[src/pattern_pkg.sv]
package pattern_pkg;

    // ------------------------------------------------------------
    // register byte addresses
    // ------------------------------------------------------------
    localparam logic [7:0] ADDR_HIGH_COUNT = 8'h00;
    localparam logic [7:0] ADDR_LOW_COUNT  = 8'h04;
    localparam logic [7:0] ADDR_CONTROL    = 8'h08;
    localparam logic [7:0] ADDR_SYSCTRL    = 8'h0c;
    localparam logic [7:0] ADDR_FLAGS      = 8'h10;
    localparam logic [7:0] ADDR_MASK       = 8'h14;
    localparam logic [7:0] ADDR_STATUS     = 8'h18;

    // ------------------------------------------------------------
    // field positions and reset values
    // ------------------------------------------------------------
    localparam int         DEB_LSB       = 0;
    localparam int         RATE_LSB      = 4;
    localparam logic [7:0] CONTROL_MASK  = 8'h77;
    localparam logic [7:0] CONTROL_RESET = 8'h70;
    localparam logic [7:0] COUNT_RESET   = 8'h00;
    localparam int         ENABLE_BIT    = 2;
    localparam int         HIGH_FLAG_BIT = 6;
    localparam int         LOW_FLAG_BIT  = 7;
    localparam logic [7:0] FLAG_FIELDS   = 8'hc0;
    localparam logic [7:0] COUNT_MAX     = 8'hff;
    localparam logic [6:0] PRESCALE_ONE  = 7'h01;

endpackage

[src/pulse_pattern_detector.sv]
`timescale 1ns/1ps

// Function
// - detector runs only while enable bit set
// - sample pin, time high and low pulses
// - edge captures count then restarts counter
// - falling over high threshold sets flag 6
// - high flag also on saturation at 0xff
// - rising over low threshold sets flag 7
// - low flag also on saturation at 0xff
// - mask gates interrupt, flags still set
// - counts still load while interrupts masked
// - three-bit debounce field in bits 0-2
// - sample divider 2**field, resets to 111
// - control bits 3 and 7 read zero
module pulse_pattern_detector (
    // clock and reset
    input  wire logic        clk_sys,
    input  wire logic        rstn,
    // apb slave
    input  wire logic        psel,
    input  wire logic        penable,
    input  wire logic        pwrite,
    input  wire logic [7:0]  paddr,
    input  wire logic [31:0] pwdata,
    output logic      [31:0] prdata,
    output logic             pready,
    output logic             pslverr,
    // pattern pin
    input  wire logic        pattern_input_pin,
    // interrupt
    output logic             irq
);

    // ------------------------------------------------------------
    // state
    // ------------------------------------------------------------
    logic [7:0] high_pattern_count_r;
    logic [7:0] low_pattern_count_r;
    logic [7:0] pattern_detect_control_r;
    logic [7:0] system_control_bits_r;
    logic [7:0] interrupt_flags_r;
    logic [7:0] interrupt_mask_r;
    logic [7:0] count_r;
    logic [2:0] stable_r;
    logic       pin_meta_r;
    logic       pin_sync_r;
    logic       level_r;
    logic       sat_seen_r;
    logic       tick;
    logic       enabled;
    logic       wr_en;
    logic       access;
    logic       rise;
    logic       fall;
    logic       high_evt;
    logic       low_evt;
    logic       new_level;
    logic       at_max;

    // ------------------------------------------------------------
    // bus decode
    // ------------------------------------------------------------
    assign access  = psel && penable;
    assign wr_en   = access && pwrite;
    assign enabled = system_control_bits_r[pattern_pkg::ENABLE_BIT];

    function automatic logic known(input logic [7:0] a);
        known = (a == pattern_pkg::ADDR_HIGH_COUNT) ||
                (a == pattern_pkg::ADDR_LOW_COUNT)  ||
                (a == pattern_pkg::ADDR_CONTROL)    ||
                (a == pattern_pkg::ADDR_SYSCTRL)    ||
                (a == pattern_pkg::ADDR_FLAGS)      ||
                (a == pattern_pkg::ADDR_MASK)       ||
                (a == pattern_pkg::ADDR_STATUS);
    endfunction

    // ------------------------------------------------------------
    // pin synchroniser
    // ------------------------------------------------------------
    always_ff @(posedge clk_sys or negedge rstn) begin
        if (!rstn) begin
            pin_meta_r <= 1'b0;
            pin_sync_r <= 1'b0;
        end else begin
            pin_meta_r <= pattern_input_pin;
            pin_sync_r <= pin_meta_r;
        end
    end

    sample_prescaler u_prescaler (
        .clk_sys (clk_sys),
        .rstn    (rstn),
        .run     (enabled),
        .rate    (pattern_detect_control_r[pattern_pkg::RATE_LSB +: 3]),
        .tick    (tick)
    );

    // ------------------------------------------------------------
    // debounce: accept a level after stable samples
    // ------------------------------------------------------------
    assign new_level = tick && (pin_sync_r != level_r) &&
        (stable_r >= pattern_detect_control_r[pattern_pkg::DEB_LSB +: 3]);
    assign rise = new_level && !level_r;
    assign fall = new_level && level_r;

    always_ff @(posedge clk_sys or negedge rstn) begin
        if (!rstn) begin
            stable_r <= 3'h0;
            level_r  <= 1'b0;
        end else if (!enabled) begin
            stable_r <= 3'h0;
            level_r  <= pin_sync_r;
        end else if (tick) begin
            if (pin_sync_r == level_r) begin
                stable_r <= 3'h0;
            end else if (new_level) begin
                stable_r <= 3'h0;
                level_r  <= pin_sync_r;
            end else begin
                stable_r <= 3'(stable_r + 3'h1);
            end
        end
    end

    // ------------------------------------------------------------
    // pulse counter, saturating
    // ------------------------------------------------------------
    assign at_max = (count_r == pattern_pkg::COUNT_MAX);

    always_ff @(posedge clk_sys or negedge rstn) begin
        if (!rstn) begin
            count_r    <= 8'h00;
            sat_seen_r <= 1'b0;
        end else if (!enabled || new_level) begin
            count_r    <= 8'h00;
            sat_seen_r <= 1'b0;
        end else if (tick) begin
            if (!at_max) begin
                count_r <= 8'(count_r + 8'h01);
            end
            sat_seen_r <= at_max;
        end
    end

    // ------------------------------------------------------------
    // events: threshold on edge, or saturation while level held
    // ------------------------------------------------------------
    assign high_evt = enabled && (
        (fall && ((count_r > high_pattern_count_r) || sat_seen_r)) ||
        (tick && level_r && !new_level && at_max && !sat_seen_r));
    assign low_evt = enabled && (
        (rise && ((count_r > low_pattern_count_r) || sat_seen_r)) ||
        (tick && !level_r && !new_level && at_max && !sat_seen_r));

    // ------------------------------------------------------------
    // count registers: capture or software storage
    // ------------------------------------------------------------
    always_ff @(posedge clk_sys or negedge rstn) begin
        if (!rstn) begin
            high_pattern_count_r <= pattern_pkg::COUNT_RESET;
            low_pattern_count_r  <= pattern_pkg::COUNT_RESET;
        end else begin
            if (enabled && fall) begin
                high_pattern_count_r <= count_r;
            end else if (wr_en && paddr == pattern_pkg::ADDR_HIGH_COUNT) begin
                high_pattern_count_r <= pwdata[7:0];
            end
            if (enabled && rise) begin
                low_pattern_count_r <= count_r;
            end else if (wr_en && paddr == pattern_pkg::ADDR_LOW_COUNT) begin
                low_pattern_count_r <= pwdata[7:0];
            end
        end
    end

    // ------------------------------------------------------------
    // control registers
    // ------------------------------------------------------------
    always_ff @(posedge clk_sys or negedge rstn) begin
        if (!rstn) begin
            pattern_detect_control_r <= pattern_pkg::CONTROL_RESET;
            system_control_bits_r    <= 8'h00;
            interrupt_mask_r         <= 8'h00;
        end else if (wr_en) begin
            if (paddr == pattern_pkg::ADDR_CONTROL) begin
                pattern_detect_control_r <=
                    pwdata[7:0] & pattern_pkg::CONTROL_MASK;
            end
            if (paddr == pattern_pkg::ADDR_SYSCTRL) begin
                system_control_bits_r <= pwdata[7:0];
            end
            if (paddr == pattern_pkg::ADDR_MASK) begin
                interrupt_mask_r <= pwdata[7:0];
            end
        end
    end

    // ------------------------------------------------------------
    // sticky flags, write one to clear, set wins
    // ------------------------------------------------------------
    always_ff @(posedge clk_sys or negedge rstn) begin
        if (!rstn) begin
            interrupt_flags_r <= 8'h00;
        end else begin
            for (int i = 0; i < 8; i++) begin
                if ((i == pattern_pkg::HIGH_FLAG_BIT && high_evt) ||
                    (i == pattern_pkg::LOW_FLAG_BIT && low_evt)) begin
                    interrupt_flags_r[i] <= 1'b1;
                end else if (wr_en && paddr == pattern_pkg::ADDR_FLAGS &&
                             pwdata[i]) begin
                    interrupt_flags_r[i] <= 1'b0;
                end
            end
        end
    end

    // interrupt level from unmasked flags
    always_ff @(posedge clk_sys or negedge rstn) begin
        if (!rstn) begin
            irq <= 1'b0;
        end else begin
            irq <= |(interrupt_flags_r & interrupt_mask_r &
                     pattern_pkg::FLAG_FIELDS);
        end
    end

    // ------------------------------------------------------------
    // apb answer: registered in setup phase, zero-wait ready on access
    // ------------------------------------------------------------
    always_ff @(posedge clk_sys or negedge rstn) begin
        if (!rstn) begin
            prdata  <= 32'h0000_0000;
            pready  <= 1'b0;
            pslverr <= 1'b0;
        end else if (psel && !penable) begin
            pready  <= 1'b1;
            pslverr <= !known(paddr);
            unique case (paddr)
                pattern_pkg::ADDR_HIGH_COUNT:
                    prdata <= {24'h0, high_pattern_count_r};
                pattern_pkg::ADDR_LOW_COUNT:
                    prdata <= {24'h0, low_pattern_count_r};
                pattern_pkg::ADDR_CONTROL:
                    prdata <= {24'h0, pattern_detect_control_r};
                pattern_pkg::ADDR_SYSCTRL:
                    prdata <= {24'h0, system_control_bits_r};
                pattern_pkg::ADDR_FLAGS:
                    prdata <= {24'h0, interrupt_flags_r};
                pattern_pkg::ADDR_MASK:
                    prdata <= {24'h0, interrupt_mask_r};
                pattern_pkg::ADDR_STATUS:
                    prdata <= {22'h0, level_r, sat_seen_r, count_r};
                default:
                    prdata <= 32'h0000_0000;
            endcase
        end else begin
            pready  <= 1'b0;
            pslverr <= 1'b0;
        end
    end

    // ------------------------------------------------------------
    // checks
    // ------------------------------------------------------------
    a_high_capture: assert property (@(posedge clk_sys) disable iff (!rstn)
        (enabled && fall) |=> high_pattern_count_r == $past(count_r))
        else $error("high count not captured on falling edge");
    a_low_capture: assert property (@(posedge clk_sys) disable iff (!rstn)
        (enabled && rise) |=> low_pattern_count_r == $past(count_r))
        else $error("low count not captured on rising edge");
    a_high_thresh: assert property (@(posedge clk_sys) disable iff (!rstn)
        (enabled && fall && count_r > high_pattern_count_r)
        |=> interrupt_flags_r[6])
        else $error("high flag missed on threshold");
    a_low_thresh: assert property (@(posedge clk_sys) disable iff (!rstn)
        (enabled && rise && count_r > low_pattern_count_r)
        |=> interrupt_flags_r[7])
        else $error("low flag missed on threshold");
    a_high_sat: assert property (@(posedge clk_sys) disable iff (!rstn)
        (enabled && tick && level_r && !new_level && at_max && !sat_seen_r)
        |=> interrupt_flags_r[6])
        else $error("high flag missed on saturation");
    a_low_sat: assert property (@(posedge clk_sys) disable iff (!rstn)
        (enabled && tick && !level_r && !new_level && at_max && !sat_seen_r)
        |=> interrupt_flags_r[7])
        else $error("low flag missed on saturation");
    a_irq_masked: assert property (@(posedge clk_sys) disable iff (!rstn)
        (interrupt_mask_r[7:6] == 2'b00) |=> !irq)
        else $error("interrupt raised while masked");
    a_count_sat: assert property (@(posedge clk_sys) disable iff (!rstn)
        (at_max && enabled && !new_level) |=> at_max)
        else $error("counter wrapped past maximum");
    a_idle_count: assert property (@(posedge clk_sys) disable iff (!rstn)
        !enabled |=> count_r == 8'h00)
        else $error("counter ran while disabled");
    a_ctrl_unused: assert property (@(posedge clk_sys) disable iff (!rstn)
        pattern_detect_control_r[3] == 1'b0 &&
        pattern_detect_control_r[7] == 1'b0)
        else $error("unused control bits set");

    c_fall_seen: cover property (@(posedge clk_sys) disable iff (!rstn)
        enabled && fall);
    c_rise_seen: cover property (@(posedge clk_sys) disable iff (!rstn)
        enabled && rise);
    c_irq_seen: cover property (@(posedge clk_sys) disable iff (!rstn)
        $rose(irq));
    c_sat_seen: cover property (@(posedge clk_sys) disable iff (!rstn)
        $rose(sat_seen_r));

endmodule

[src/sample_prescaler.sv]
`timescale 1ns/1ps

// divides the oscillator clock by 2**rate, one-cycle tick per period
module sample_prescaler (
    // clock and reset
    input  wire logic       clk_sys,
    input  wire logic       rstn,
    // control
    input  wire logic       run,
    input  wire logic [2:0] rate,
    // tick out
    output logic            tick
);

    logic [6:0] div_r;
    logic [6:0] limit;

    // terminal count for the selected power of two
    assign limit = 7'((pattern_pkg::PRESCALE_ONE << rate) - 7'h01);

    // free divider, held cleared while stopped
    always_ff @(posedge clk_sys or negedge rstn) begin
        if (!rstn) begin
            div_r <= 7'h00;
            tick  <= 1'b0;
        end else if (!run) begin
            div_r <= 7'h00;
            tick  <= 1'b0;
        end else if (div_r >= limit) begin
            div_r <= 7'h00;
            tick  <= 1'b1;
        end else begin
            div_r <= 7'(div_r + 7'h01);
            tick  <= 1'b0;
        end
    end

endmodule

[config.mk]
export PLATFORM = sky130hd
export DESIGN_NAME = pulse_pattern_detector
export DESIGN_NICKNAME = d
export VERILOG_FILES = /design/src/pattern_pkg.sv /design/src/pulse_pattern_detector.sv /design/src/sample_prescaler.sv
export SDC_FILE = /design/constraint.sdc
export NUM_CORES = 1
export LEC_CHECK = 0
export BUFFER_PORTS_ARGS = -buffer_cell sky130_fd_sc_hd__buf_4
export CAP_MARGIN = 20
export CELL_PAD_IN_SITES_DETAIL_PLACEMENT = 1
export CELL_PAD_IN_SITES_GLOBAL_PLACEMENT = 1
export CORE_UTILIZATION = 43
export DETAILED_ROUTE_END_ITERATION = 7
export GPL_TIMING_DRIVEN = 0
export HOLD_SLACK_MARGIN = 0.02
export PLACE_DENSITY = 0.82
export SYNTH_ARGS = -nofsm -noshare
export SYNTH_HDL_FRONTEND = slang
export SYNTH_HIERARCHICAL = 1
export SYNTH_SLANG_ARGS = --single-unit
[constraint.sdc]
create_clock -name clk_sys -period 2.3 [get_ports clk_sys]
set_input_delay 0.345 -clock clk_sys [delete_from_list [all_inputs] [get_ports clk_sys]]
set_output_delay 0.345 -clock clk_sys [all_outputs]
set_load 0.01 [all_outputs]
; ---- After elaboration in Yosys (flattened, before gate mapping)
; Cells that the tools add are included.
[word_totals]
inputBits = 46
regBits = 98
out_inout_bits = 35
elab_cells = 125
[op_classes]
n_lt_le_gt_ge = 4
shifts = 1
reduce_logical = 55
muxes = 28
eq_ne = 13
n_bitwise = 1
add_sub_neg = 4
[ops]
columns = op, count
row1 = $pmux W10 S7, 1
row2 = $mux W8, 7
row3 = $logic_and A1 B1 Y1, 26
row4 = $eq A8 B5 Y1 const B, 3
row5 = $eq A8 B4 Y1 const B, 2
row6 = $gt A8 B8 Y1, 2
row7 = $mux W1, 14
row8 = $mux W7, 2
row9 = $mux W3, 4
row10 = $logic_or A1 B1 Y1, 11
row11 = $reduce_bool A2 Y1, 5
row12 = $add A8 B1 Y8 const B, 1
row13 = $and A8 B8 Y8, 1
row14 = $eq A8 B3 Y1 const B, 1
row15 = $eq A8 B8 Y1 const B, 1
row16 = $logic_not A8 Y1, 1
row17 = $reduce_and A2 Y1, 4
row18 = $add A7 B1 Y7 const B, 1
row19 = $ge A7 B7 Y1, 1
row20 = $shl A1 B3 Y7 const A, 1
row21 = $sub A7 B1 Y7 const B, 1
row22 = $logic_not A1 Y1, 6
row23 = $ne A2 B1 Y1 const B, 3
row24 = $add A3 B1 Y3 const B, 1
row25 = 6 further kinds, 6

; ---- Depth between registers and ports, before layout
[depth]
word_depth = 10
ltp_mapped = 8
ltp_nobuf = 7

; ---- By module
; Netlist, hierarchy kept.
[modules_own_cells]
columns = module, area_per_inst_um2, instances, cells_each, seq_area_each_um2
row1 = pulse_pattern_detector, 3991.3, 1, 401, 1705.4
row2 = sample_prescaler, 524.3, 1, 55, 200.2

; ---- Least setup slack after synthesis
; No wires, ideal clock.
[synth_timing]
path_type = register to register
from = register stable_r[0]
to = register interrupt_flags_r[7]
setup_ns = 0.122
period_less_slack_ns = 1.997
arrival_time_ns = 1.875
path_buffers = 0
stages_incl_launch_ff = 8
setup_slack_ns = 0.303
cell_sequence = dfrtp_1 inv_1 ha_1 nor2b_1 o21a_1 or3_1 or3_1 a32o_1
[synth_between]
elab_chain_cells = 9
word_cells_on_any_way = 12
[synth_rtl]
columns = element, line
row1 = "start, declared", pulse_pattern_detector.sv:45  ; logic [2:0] stable_r;
row2 = "start signal, assigned", pulse_pattern_detector.sv:121  ; stable_r <= 3'(stable_r + 3'h1);
row3 = $ge A3 B3 Y1 (*), pulse_pattern_detector.sv:103  ; (stable_r >= pattern_detect_control_r[pattern_pkg::DEB_LSB +: 3]);
row4 = $logic_and A1 B1 Y1 (*), pulse_pattern_detector.sv:102  ; assign new_level = tick && (pin_sync_r != level_r) &&
row5 = $logic_not A1 Y1, pulse_pattern_detector.sv:154  ; (tick && !level_r && !new_level && at_max && !sat_seen_r));
row6 = $logic_and A1 B1 Y1 (3 in a row), pulse_pattern_detector.sv:154
row7 = $logic_or A1 B1 Y1 (*), pulse_pattern_detector.sv:153  ; (rise && ((count_r > low_pattern_count_r) || sat_seen_r)) ||
row8 = $logic_and A1 B1 Y1 (*), pulse_pattern_detector.sv:152  ; assign low_evt = enabled && (
row9 = $mux W1 / $reduce_bool A2 Y1 (equally long branches), n/a
row10 = "end signal, assigned", pulse_pattern_detector.sv:204  ; interrupt_flags_r <= 8'h00;
row11 = "end signal, assigned by index", pulse_pattern_detector.sv:209  ; interrupt_flags_r[i] <= 1'b1;
row12 = "end signal, assigned by index", pulse_pattern_detector.sv:212  ; interrupt_flags_r[i] <= 1'b0;
row13 = "end, declared", pulse_pattern_detector.sv:42  ; logic [7:0] interrupt_flags_r;
; Every way passes the cells marked *; elsewhere a longest branch is shown, timed or not.
; A chain may end at the register's enable or synchronous reset.

; ---- Final worst setup path
[layout_timing]
from = register stable_r[2]
to = register interrupt_flags_r[7]
; Same word-level chain as after synthesis.

==> impl.org <==
** Outcome
- The flow ran to the end, and the final reports show no timing, DRC or antenna violations.

** Place
- Number of placed cells counting well taps :: about 650
- Total half-perimeter wirelength after legalization and detailed placement :: a little over 9 mm
- Port Buffer Count :: 32
- Global placement routability congestion :: between 0.8 and 0.9
- The placed instances occupy a cell area of 0.00500 mm^2.

** Synthesis
- In this run the biggest area consumer among cell types represents 40.5% of the synthesized area.
- Number of enable flip-flop cells after synthesis :: 0
- For this run, the register share of the synthesized area comes to 42.2%.
- Synthesized area per cell :: slightly below 10 um^2
- Number of distinct library cells after synthesis :: between 50 and 60
- dfrtp_1 is the most common cell in the netlist.
- Number of synthesis warnings :: 6
- The most used flip-flop cell after synthesis is dfrtp_1.
- The synthesized netlist occupies a cell area of between 0.004 and 0.005 mm^2.
- Of all flip-flops after synthesis, the portion carrying an async set or reset was 100%.
- In the post-synthesis netlist, the biggest area contributors are dfrtp_1 40%, ha_1 8.0%, mux2_2 6.2%.
- Top cell types by occurrence after synthesis :: 73 x dfrtp_1, 35 x nand2_1, 32 x nor2_1, 29 x ha_1, 27 x a21oi_1
- dfrtp_1 takes more of the synthesized area than any other cell.
- Cell count after synthesis :: about 460
- Flops & latches, synth :: 76

** CTS
- CTS H-Tree Depth :: 3
- CTS tree :: built
- Cts-stage hold buffer count :: 0
- CTS Buf Count :: 9
- Skew-Pair Late Insertion Delay :: about 0.35 ns
- The cell sitting at the root of the clock tree is a clkbuf_8.
- Clock transition time at the flip-flop clock pins of the worst setup and hold paths :: ~0.080 ns
- Worst-case clock buffer depth :: 2
- Count of clock tree sinks :: 76

** Pwr
- The analysis attributes to cell leakage a power of 0.00262 uW.
- Combinational cell fraction of total power :: under 10%
- In this run the power spent charging and discharging nets is 670 uW.
- Sum of internal, switching and leakage power :: 2900 uW
- Worst VDD drop :: ~300 uV
- Sequential cells burn between 40% and 50% of the power.
- Internal power summed over all cells :: around 2200 uW
- Switching power share of the total :: a little under a quarter
- Power Dens Cells :: between 500 and 600 mW/mm^2
- Clock share of power :: about 44%

** Layout
- Utilization after layout :: about half
- Of the cells placed in the final design, the portion with a size suffix greater than 1 is a little under a quarter.
- Cell Count, Final, Fillers Out :: between 600 and 700
- Area overhead of the layout relative to synthesis :: 17.2%
- Final-layout fill cell count :: roughly 1200
- Nets@finish :: a little under 600
- Total non-filler cell area in the finished layout :: 0.00529 mm^2
- Number of diodes added for antenna fixing :: 0

** Detailed routing
- Vias after detailed routing :: ~3700
- Final antenna-violating net count :: 0
- Remaining routing DRC violations :: 0
- Summed over all layers, the routed wires come to 12.8 mm.
- Average detailed-routed wire length per instance :: 19.3 um
- Detailed-routing iteration count for the pre-antenna-repair pass :: 4
- The first routing iteration left roughly 130 violations.
- Vias per inst :: about 5.6

** Global route
- Combined global-route utilization of all metal layers :: 24.9%
- The initial antenna violation count came to 0.
- For this run the aggregate overflow at the end of global routing stands at 0.
- The first global-routing pass estimated approximately 21 mm of wire.
- Pin count of the biggest net entering global routing :: 77
- The number of global-route vias before repair is 3997.

** Timing
- Final setup fails :: 0
- For the pin with the worst max-slew slack, the measured transition is around 0.98 ns.
- Count of final hold-check violations :: 0
- Worst slew margin relative to its limit :: between 30 and 40%
- Counting I/O delays and the setup requirement, the final critical path takes 2.27 ns.
- Unrepaired setup endpoints after global routing :: yes
- For this run, the top clock speed supported by timing is 440 MHz.
- The max-slew violation count was 0.
- Maximum clock skew at final layout :: ~0.0084 ns
- Final worst path period share :: 98.9%

** Critical path
- Of all nets on the critical path, the largest fanout is 5.
- Nature of the critical path startpoint :: flip-flop
- Worst Reg-to-Reg Cells :: 6
- Register-to-register setup slack :: 0.03 ns
- In this run the worst setup path begins at stable_r[2]$_DFFE_PN0P_.
- The critical path is of the reg -> reg type.
- Launch point of the worst reg-to-reg path :: stable_r[2]$_DFFE_PN0P_
- At the worst endpoint, the arrival time is 2.52 ns.
- Crit. End Element :: flip-flop
- Reg-to-Reg End :: interrupt_flags_r[7]$_DFFE_PN0P_
- At the worst endpoint, the required time is between 2 and 3 ns.

** Floorplanning
- The initial utilization of the core area, before any placement, comes to around 44%.
- Y dimension of the die :: around 100 um
- The initialized floorplan defines 37 standard-cell rows.
- Die area :: ~0.011 mm^2
- Pin placement for this block handled 81 I/O pins.
- Core area :: around 0.010 mm^2
- From left edge to right edge, the die measures around 100 um.

** Worst hold path
- Hold crit path type :: in -> reg
- Worst hold path stage count :: 1
- For hold timing, the worst endpoint is pin_meta_r$_DFF_PN0_.
- Hold path startpoint :: pattern_input_pin

** Flow run
- Max-cap violations in this run came to 0.
-- final cells by class --
cell class,instances,area [um^2],share of cell area (%)
Timing Repair Buffer,33,248,4.68
Buffer,38,234,4.42
Tap cell,136,170,3.21
Multi-Input combinational cell,336,2390,45.1
Sequential cell,76,1910,36.0
Clock inverter,4,95.1,1.80
Clock buffer,12,155,2.93
Inverter,26,97.6,1.84
-- layout by cell type (no fill, tap or decap), types with 9 or more instances in the layout --
cell type and instances:
clkbuf_8 11, a22oi_1 9, mux2_2 25, nand3_1 15, ha_1 29, a21oi_1 27
buf_4 55, nand4_1 9, nand2_1 35, mux2i_1 19, o21ai_0 25, dfrtp_1 72
inv_1 26, conb_1 22, nor2_1 32
-- how the worst max path moves through the flow --
stage,to
after global routing,interrupt_flags_r[7]$_DFFE_PN0P_
after CTS,high_pattern_count_r[6]$_DFFE_PN0P_
after global placement,high_pattern_count_r[7]$_DFFE_PN0P_
after floorplan,interrupt_flags_r[7]$_DFFE_PN0P_
final,interrupt_flags_r[7]$_DFFE_PN0P_
after detailed placement,high_pattern_count_r[6]$_DFFE_PN0P_
-- power groups by stage --
stage                     clock [uW]  sequential (uW)  combinational (uW)
final                           1290             1370                 245
after global routing            1340             1370                 271
after CTS                       1300             1370                 243
after detailed placement           0             1390                 240
after global placement             0             1390                 233
after floorplan                    0             1390                 136
-- worst max-delay path, cell delays in order, from the launching register on --
cell and delay (ns):
dfrtp_1 0.41, ha_1 0.32, nand2_1 0.10, o21a_2 0.26
or3_4 0.39, or3_1 0.41, a32o_1 0.28
-- metal layers --
layer / part of all wire, % / GRT usage, %
met2: 50 / 42.7
met3: 4.6 / 3.32
met1: 43 / 31.7
met4: 2.2 / 9.69
met5: 0 / 0
-- state kept, by name, indices dropped and copies added, names as in the netlist, 6 cells and up --
register / count
high_pattern_count_r: 8
u_prescaler/div_r: 7
pattern_detect_control_r: 6
low_pattern_count_r: 8
interrupt_mask_r: 8
system_control_bits_r: 8
prdata: 10
count_r: 8
-- cells by family after synthesis --
kind of cell / share of synthesized area, %
AOI/OAI and AO/OA: 14.6
xor gates and xnor gates: 1.33
adders and majority gates: 8.04
buffers and inverters: 7.37
DFF: 42.2
muxes: 11.9
other: 0.0830
and+or+nand+nor: 14.4
-- through the flow --
stage               setup TNS (ns)  hold slack [ns]  worst slack [ns]
floorplan                        0           0.0494             0.303
global placement             -1.74            0.333            -0.232
detailed placement           -3.60            0.340            -0.361
CTS                              0           0.0798            0.0135
global route               -0.0433           0.0838           -0.0433
finish                           0           0.0898            0.0255
-- timing repair --
action	4_1_cts	5_1_grt
resized for setup	5	7
setup buffers	0	1
setup endpoints to repair	20	19
(Power assumes the default switching activity.)
